### config.mk
export PLATFORM = sky130hd
export DESIGN_NAME = epvu_top
export DESIGN_NICKNAME = d
export VERILOG_FILES = /design/src/core/epvu_pkg.sv /design/src/core/epvu_arbiter.sv /design/src/core/epvu_top.sv
export VERILOG_INCLUDE_DIRS = /design/src /design/src/core
export SDC_FILE = /design/constraint.sdc
export NUM_CORES = 1
export LEC_CHECK = 0
export ABC_AREA = 1
export BUFFER_PORTS_ARGS = -buffer_cell sky130_fd_sc_hd__buf_2
export CAP_MARGIN = 20
export CORE_MARGIN = 4
export CORE_UTILIZATION = 60
export CTS_BUF_LIST = sky130_fd_sc_hd__clkbuf_16
export DETAILED_ROUTE_END_ITERATION = 6
export HOLD_SLACK_MARGIN = 0.08
export PLACE_DENSITY = 0.79
export SLEW_MARGIN = 20
export SYNTH_ARGS = -nofsm -noshare
export SYNTH_HDL_FRONTEND = slang
export SYNTH_SLANG_ARGS = --single-unit
export TNS_END_PERCENT = 50
### constraint.sdc
create_clock -name mclk -period 174.2 [get_ports mclk]
set_clock_uncertainty 0.15 [all_clocks]
set_input_delay 34.84 -clock mclk [delete_from_list [all_inputs] [get_ports mclk]]
set_output_delay 34.84 -clock mclk [all_outputs]
set_load 0.005 [all_outputs]
### src/core/epvu_params.svh
// Constants for the exception priority and vector unit
// Functional notes
// - Table word zero holds initial stack pointer; exception n handler sits at 4*n.
// - Interrupt line n is exception n+16; lines 9-13, 38-42 reserved; 43 highest.
// - System reset puts the table base back at address zero.
// - Privileged relocation write moves the base; later fetches use it.
// - A smaller priority value is more urgent for selection and preemption.
// - Reset, hard fault and NMI have fixed negative priorities above all others.
// - Every configurable priority resets to zero.
// - Configurable priority fields hold values 0 to 7, three bits.
// - Equal most-urgent priorities resolve to the lowest exception number.
// - A strictly more urgent pending exception preempts the running handler.
// - Equal priority never preempts, but the newcomer still becomes pending.
// - Reset ranks highest, NMI is -2, hard fault is -1.
`ifndef EPVU_PARAMS_SVH
`define EPVU_PARAMS_SVH
`define EPVU_NIRQ 44
`define EPVU_IRQ_BASE 16
`define EPVU_IMPL_MASK 64'h083F_FFFF_C1FF_D87E
`define EPVU_PEND_RESET 64'h0000_0000_0000_0002
`define EPVU_EXC_RESET 6'h01
`define EPVU_EXC_NMI 6'h02
`define EPVU_EXC_HARD 6'h03
`define EPVU_PRIO_FIX_RESET 5'h1D
`define EPVU_PRIO_FIX_NMI 5'h1E
`define EPVU_PRIO_FIX_HARD 5'h1F
`define EPVU_PRIO_THREAD 5'h08
`define EPVU_PRIO_RESET_VAL 3'h0
`define EPVU_VTOR_RESET 22'h00_0000
`define EPVU_VTOR_LSB 8
`define EPVU_VTOR_MSB 29
`endif

### src/core/epvu_pkg.sv
// Types shared by the exception priority and vector unit
package epvu_pkg;
	typedef logic signed [4:0] epvu_prio_t;
	typedef logic [5:0] epvu_excnum_t;
endpackage : epvu_pkg

### src/core/epvu_arbiter.sv
// Combinational pick of the most urgent pending exception
`timescale 1ns/100ps
`default_nettype none
module epvu_arbiter #(
	parameter int N = 60
) (
	input wire logic [N-1:0] req,
	input var epvu_pkg::epvu_prio_t prio [N],
	output logic win_valid,
	output epvu_pkg::epvu_excnum_t win_num,
	output epvu_pkg::epvu_prio_t win_prio
);
	// The six-bit winner number cannot name more than 64 slots
	if (N < 2 || N > 64)
	begin : g_bad_n
		$error("epvu_arbiter: N out of range");
	end

	// Ascending scan with strict less-than keeps the lowest number on a tie
	always_comb
	begin
		win_valid = 1'b0;
		win_num = '0;
		win_prio = '0;
		for (int i = 0; i < N; i++)
		begin
			if (req[i] && (!win_valid || prio[i] < win_prio))
			begin
				win_valid = 1'b1;
				win_num = 6'(i);
				win_prio = prio[i];
			end
		end
	end
endmodule : epvu_arbiter
`default_nettype wire

### src/core/epvu_top.sv
// Exception priority ranking, preemption decision and vector address lookup
`timescale 1ns/100ps
`default_nettype none
`include "epvu_params.svh"
module epvu_top #(
	parameter int NIRQ = `EPVU_NIRQ
) (
	input wire logic mclk,
	input wire logic resetn,
	input wire logic [NIRQ-1:0] irq_in,
	input wire logic [15:0] sys_exc_set,
	input wire logic prio_wr,
	input wire logic [5:0] prio_num,
	input wire logic [2:0] prio_val,
	input wire logic vtor_wr,
	input wire logic vtor_priv,
	input wire logic [31:0] vtor_wdata,
	input wire logic entry_ack,
	input wire logic exc_return,
	input wire logic [5:0] ret_num,
	output logic exc_req,
	output logic [5:0] exc_num,
	output logic [4:0] exc_prio,
	output logic [31:0] exc_vector,
	output logic [31:0] vector_table_offset_reg,
	output logic [4:0] run_prio
);
	localparam int N = NIRQ + `EPVU_IRQ_BASE;
	localparam logic [N-1:0] IMPL = N'(`EPVU_IMPL_MASK);

	if (NIRQ < 1 || NIRQ > 48)
	begin : g_bad_nirq
		$error("epvu_top: NIRQ out of range");
	end

	function automatic logic [N-1:0] onehot(input logic [5:0] n);
		onehot = {{(N-1){1'b0}}, 1'b1} << n;
	endfunction : onehot

	logic [NIRQ-1:0] irq_s1_q;
	logic [NIRQ-1:0] irq_s2_q;
	logic [N-1:0] pending_q;
	logic [N-1:0] active_q;
	logic [2:0] prio_q [N];
	logic [`EPVU_VTOR_MSB:`EPVU_VTOR_LSB] vtor_q;
	epvu_pkg::epvu_prio_t prio_eff [N];
	epvu_pkg::epvu_prio_t run_d;
	epvu_pkg::epvu_prio_t win_prio;
	epvu_pkg::epvu_prio_t exc_prio_q;
	epvu_pkg::epvu_excnum_t win_num;
	logic win_valid;
	logic exc_req_q;
	logic [5:0] exc_num_q;
	logic [31:0] exc_vector_q;
	logic taking;
	logic [N-1:0] set_v;
	logic [N-1:0] clr_v;

	// Interrupt lines are asynchronous to mclk
	always_ff @(posedge mclk)
	begin
		if (!resetn)
		begin
			irq_s1_q <= '0;
			irq_s2_q <= '0;
		end
		else
		begin
			irq_s1_q <= irq_in;
			irq_s2_q <= irq_s1_q;
		end
	end

	assign taking = entry_ack && exc_req_q;
	// Reserved slots are masked here so they can never win the arbiter
	assign set_v = {irq_s2_q, sys_exc_set} & IMPL;
	assign clr_v = taking ? onehot(exc_num_q) : '0;

	// Reset exception is pending out of reset so the first entry fetches slot one
	always_ff @(posedge mclk)
	begin
		if (!resetn)
			pending_q <= N'(`EPVU_PEND_RESET);
		else
			pending_q <= (pending_q & ~clr_v) | set_v;
	end

	// Reset runs in thread mode, so it never raises the running priority
	always_ff @(posedge mclk)
	begin
		if (!resetn)
			active_q <= '0;
		else
			active_q <= (active_q & ~(exc_return ? onehot(ret_num) : '0))
				| ((taking && exc_num_q != `EPVU_EXC_RESET) ? onehot(exc_num_q) : '0);
	end

	always_ff @(posedge mclk)
	begin
		if (!resetn)
		begin
			for (int i = 0; i < N; i++)
				prio_q[i] <= `EPVU_PRIO_RESET_VAL;
		end
		else if (prio_wr && int'(prio_num) < N && prio_num > `EPVU_EXC_HARD
			&& IMPL[prio_num])
			prio_q[prio_num] <= prio_val;
	end

	// Only the aligned upper bits are stored; low byte reads back as zero
	always_ff @(posedge mclk)
	begin
		if (!resetn)
			vtor_q <= `EPVU_VTOR_RESET;
		else if (vtor_wr && vtor_priv)
			vtor_q <= vtor_wdata[`EPVU_VTOR_MSB:`EPVU_VTOR_LSB];
	end

	always_comb
	begin
		for (int i = 0; i < N; i++)
		begin
			if (i == int'(`EPVU_EXC_RESET))
				prio_eff[i] = `EPVU_PRIO_FIX_RESET;
			else if (i == int'(`EPVU_EXC_NMI))
				prio_eff[i] = `EPVU_PRIO_FIX_NMI;
			else if (i == int'(`EPVU_EXC_HARD))
				prio_eff[i] = `EPVU_PRIO_FIX_HARD;
			else
				prio_eff[i] = {2'b00, prio_q[i]};
		end
	end

	always_comb
	begin
		run_d = `EPVU_PRIO_THREAD;
		for (int i = 0; i < N; i++)
		begin
			if (active_q[i] && prio_eff[i] < run_d)
				run_d = prio_eff[i];
		end
	end

	epvu_arbiter #(.N(N)) u_arb (
		.req(pending_q),
		.prio(prio_eff),
		.win_valid(win_valid),
		.win_num(win_num),
		.win_prio(win_prio)
	);

	// Request withheld in the ack cycle so a stale winner is not offered twice
	always_ff @(posedge mclk)
	begin
		if (!resetn)
			exc_req_q <= 1'b0;
		else
			exc_req_q <= win_valid && (win_prio < run_d) && !taking;
	end

	always_ff @(posedge mclk)
	begin
		if (!resetn)
		begin
			exc_num_q <= '0;
			exc_prio_q <= '0;
			exc_vector_q <= '0;
		end
		else
		begin
			exc_num_q <= win_num;
			exc_prio_q <= win_prio;
			exc_vector_q <= {2'b00, vtor_q, 8'h00} + ({26'h000_0000, win_num} << 2);
		end
	end

	assign exc_req = exc_req_q;
	assign exc_num = exc_num_q;
	assign exc_prio = exc_prio_q;
	assign exc_vector = exc_vector_q;
	assign vector_table_offset_reg = {2'b00, vtor_q, 8'h00};
	assign run_prio = run_d;

	logic tie_lower;
	always_comb
	begin
		tie_lower = 1'b0;
		for (int i = 0; i < N; i++)
		begin
			if (i < int'(win_num) && pending_q[i] && prio_eff[i] == win_prio)
				tie_lower = 1'b1;
		end
	end
endmodule : epvu_top
`default_nettype wire

==> results.txt <==
Status: finished clean
Final setup margin: 76.00 ns
Sequential area share after synthesis: 33.75%
Top delay family on crit path: compound AO/OA/AOI/OAI gates
P&R area growth vs syn: 9.573%
Clock Pin Slew Worst Setup and Hold Paths: 0.06 ns
Pre-antenna DRT Iters: 6
DIE WIDTH: 230.2 µm
Crit path kind: reg2out
Commonest non-fill, non-tap cell in the layout: nand2_1
Largest net degree at the start of global routing: 83
H-tree depth: 2
Setup crit end kind: output pin
Startpoint Class: flip-flop
Post-CTS Resized: 0
Vias/cell: 5.384
# rows: 81
Detailed placement HPWL: 60960 µm
Final Cycle Share: 56.37%
Root buf cell: clkbuf_16
MaxCap Viol Count: 0
# clock sinks: 414
DR DRC count: 0
GP Congestion: 1.009
CP bufs+invs: 60
CTS max path bufs: 3
Critical path required time: 139.21 ns
DRT iter0 DRCs: 2562
CTS tree: yes
Vias in the first global route: 25340
Worst path arrival time: 63.21 ns
Post-synth top area share: 17.33%
Worst-Margin Slew: 1.154 ns
Total core area: 0.04885 mm²
Total number of vias: 27630
Setup TNS: 0 ns
Post-synth EDFFs: 171
Post-CTS Repair Setup Buffers: 0
# IOs: 195
Total die area: 0.05300 mm²
Synth area leaders: edfxtp_1 17%, dfxtp_1 16%, nand2_1 16%
Pwr Density: 7.428 mW/mm²
CP max FO: 29
Post-Syn Instances: 4260
Netlist cell types: 46
Worst hold path type: reg2reg
Mean Syn Cell Area: 6.955 µm²
Setup WS pre-CTS: 77.12 ns
Share of layout cells above drive strength 1: 11.47%
Main synth FF type: dfxtp_1
Final critical-path required period: 98.20 ns
RSZ-0062 raised after global routing: false
All-layer global routing usage: 29.40%
Max-slew violations: 0
Critical Path Most Common Cell: a21oi_1
Worst VDD drop: 0.007760 mV
Total CTS buffers: 45
Max_slew headroom: 22.87%
Crit-path slowest cell: buf_4
Final setup violation count: 0
CTS Hold Bufs: 0
Number of antenna violations at the first check in global routing: 7
WL per Instance: 15.52 µm
Global-route wire length before repair: 127100 µm
Initial Utilization: 60.66%
Synth Cell Area: 0.02963 mm²
Yosys warning total: 0
Worst-skew pair later-pin latency: 0.59 ns
Total gr overflow: 0
Die height: 230.2 µm
Final Hold Viols: 0
WL final: 79660 µm
Routed Antenna Nets: 0
Max Fclk: 10.18 MHz
Area leader, netlist: edfxtp_1
Leak pwr: 17.01 nW
Commonest cells after routing, fill and taps aside: 1236 x nand2_1, 617 x inv_1, 462 x nor2_1, 301 x o21ai_0, 265 x nand3_1
Critical Path Max Stage Delay: 0.68 ns
I/O Buffers: 154
Register bit total from synthesis: 414
Nets: 4766
Ys async rst share: 0%
==> Yosys cell counts (4+ instances only) <==
cell / n
nand3_1: 265
nand3_2: 11
nand2_2: 164
inv_1: 605
nand4_1: 25
o21a_1: 4
dfxtp_1: 243
edfxtp_1: 171
buf_6: 5
nor2_1: 465
ha_1: 227
nand2_4: 24
o21ai_0: 301
nor3_1: 22
inv_2: 6
a21oi_1: 229
a31oi_1: 8
buf_4: 27
nand2_1: 1236
nand4_4: 50
nor4_1: 4
clkbuf_8: 6
clkbuf_1: 70
a211oi_1: 57
nor2_2: 7
==> final timing paths <==
check,endpoint,from,depth (start not counted),slack (ns)
max,run_prio[1],active_q[1]$_SDFF_PN0_,345,76.00
max reg2reg,exc_req$_SDFF_PN0_,active_q[1]$_SDFF_PN0_,349,110.70
min reg2reg,irq_s2_q[2]$_SDFF_PN0_,irq_s1_q[2]$_SDFF_PN0_,2,0.26
min,irq_s2_q[2]$_SDFF_PN0_,irq_s1_q[2]$_SDFF_PN0_,2,0.26
==> routing by layer <==
metal  global-route usage, %  share of wire (%)
met1                   39.30                 43
met2                   48.50                 46
met3                   4.286                7.2
met4                   11.15                3.6
met5                       0              0.036
==> metrics by stage <==
stage               total power [mW]  instances  instance area, µm²  utilization (%)  hold WS (ns)
global route                  0.2528       5126               32450            66.43        0.2791
detailed placement            0.1474       5042               30970            63.40        0.2499
global placement              0.1462       5042               30970            63.40        0.2424
CTS                           0.2420       5126               32450            66.43        0.2647
finish                        0.2412       5132               32470            66.46        0.2628
floorplan                     0.1378       4321               29860                -        0.2405
==> power by group <==
part / total (mW) / switching, mW / internal [mW]
combinational: 0.0365 / 0.0236 / 0.0129
clock: 0.0952 / 0.0412 / 0.0540
sequential: 0.109 / 0.00395 / 0.105
==> worst min-delay path, stage by stage, from the launching register on <==
cell and delay [ns]:
dfxtp_1 0.30, nand2_1 0.05, inv_1 0.04
==> final cells by class <==
class,count,area [µm²]
inverters,615,2315
clock buffers,47,1176
diodes,6,15.01
clock inverters,37,304.0
multi-input cells,3184,16970
fillers,4398,16380
flip-flops and latches,414,10000
well taps,664,830.8
repair buffers,165,859.6
==> cells by family after synthesis <==
| logic type | after synthesis | share of synthesized area, % |
|---|---|---|
| other | 1 | 0.01266 |
| adder cells (fa/ha/maj) | 227 | 9.586 |
| buffers and inverters | 723 | 9.843 |
| AO/OA/AOI/OAI | 617 | 11.18 |
| AND/OR/NAND/NOR | 2278 | 35.63 |
| flip-flops | 414 | 33.75 |
==> flip-flops by register name (all words and copies together), names as in the netlist <==
| register | count |
|---|---|
| active_q | 60 |
| exc_num | 5 |
| exc_prio | 4 |
| exc_req | 1 |
| exc_vector | 23 |
| irq_s1_q | 34 |
| irq_s2_q | 34 |
| pending_q | 60 |
| prio_q | 171 |
| vtor_q | 22 |
Note: power is estimated with default switching activity, not from simulation.
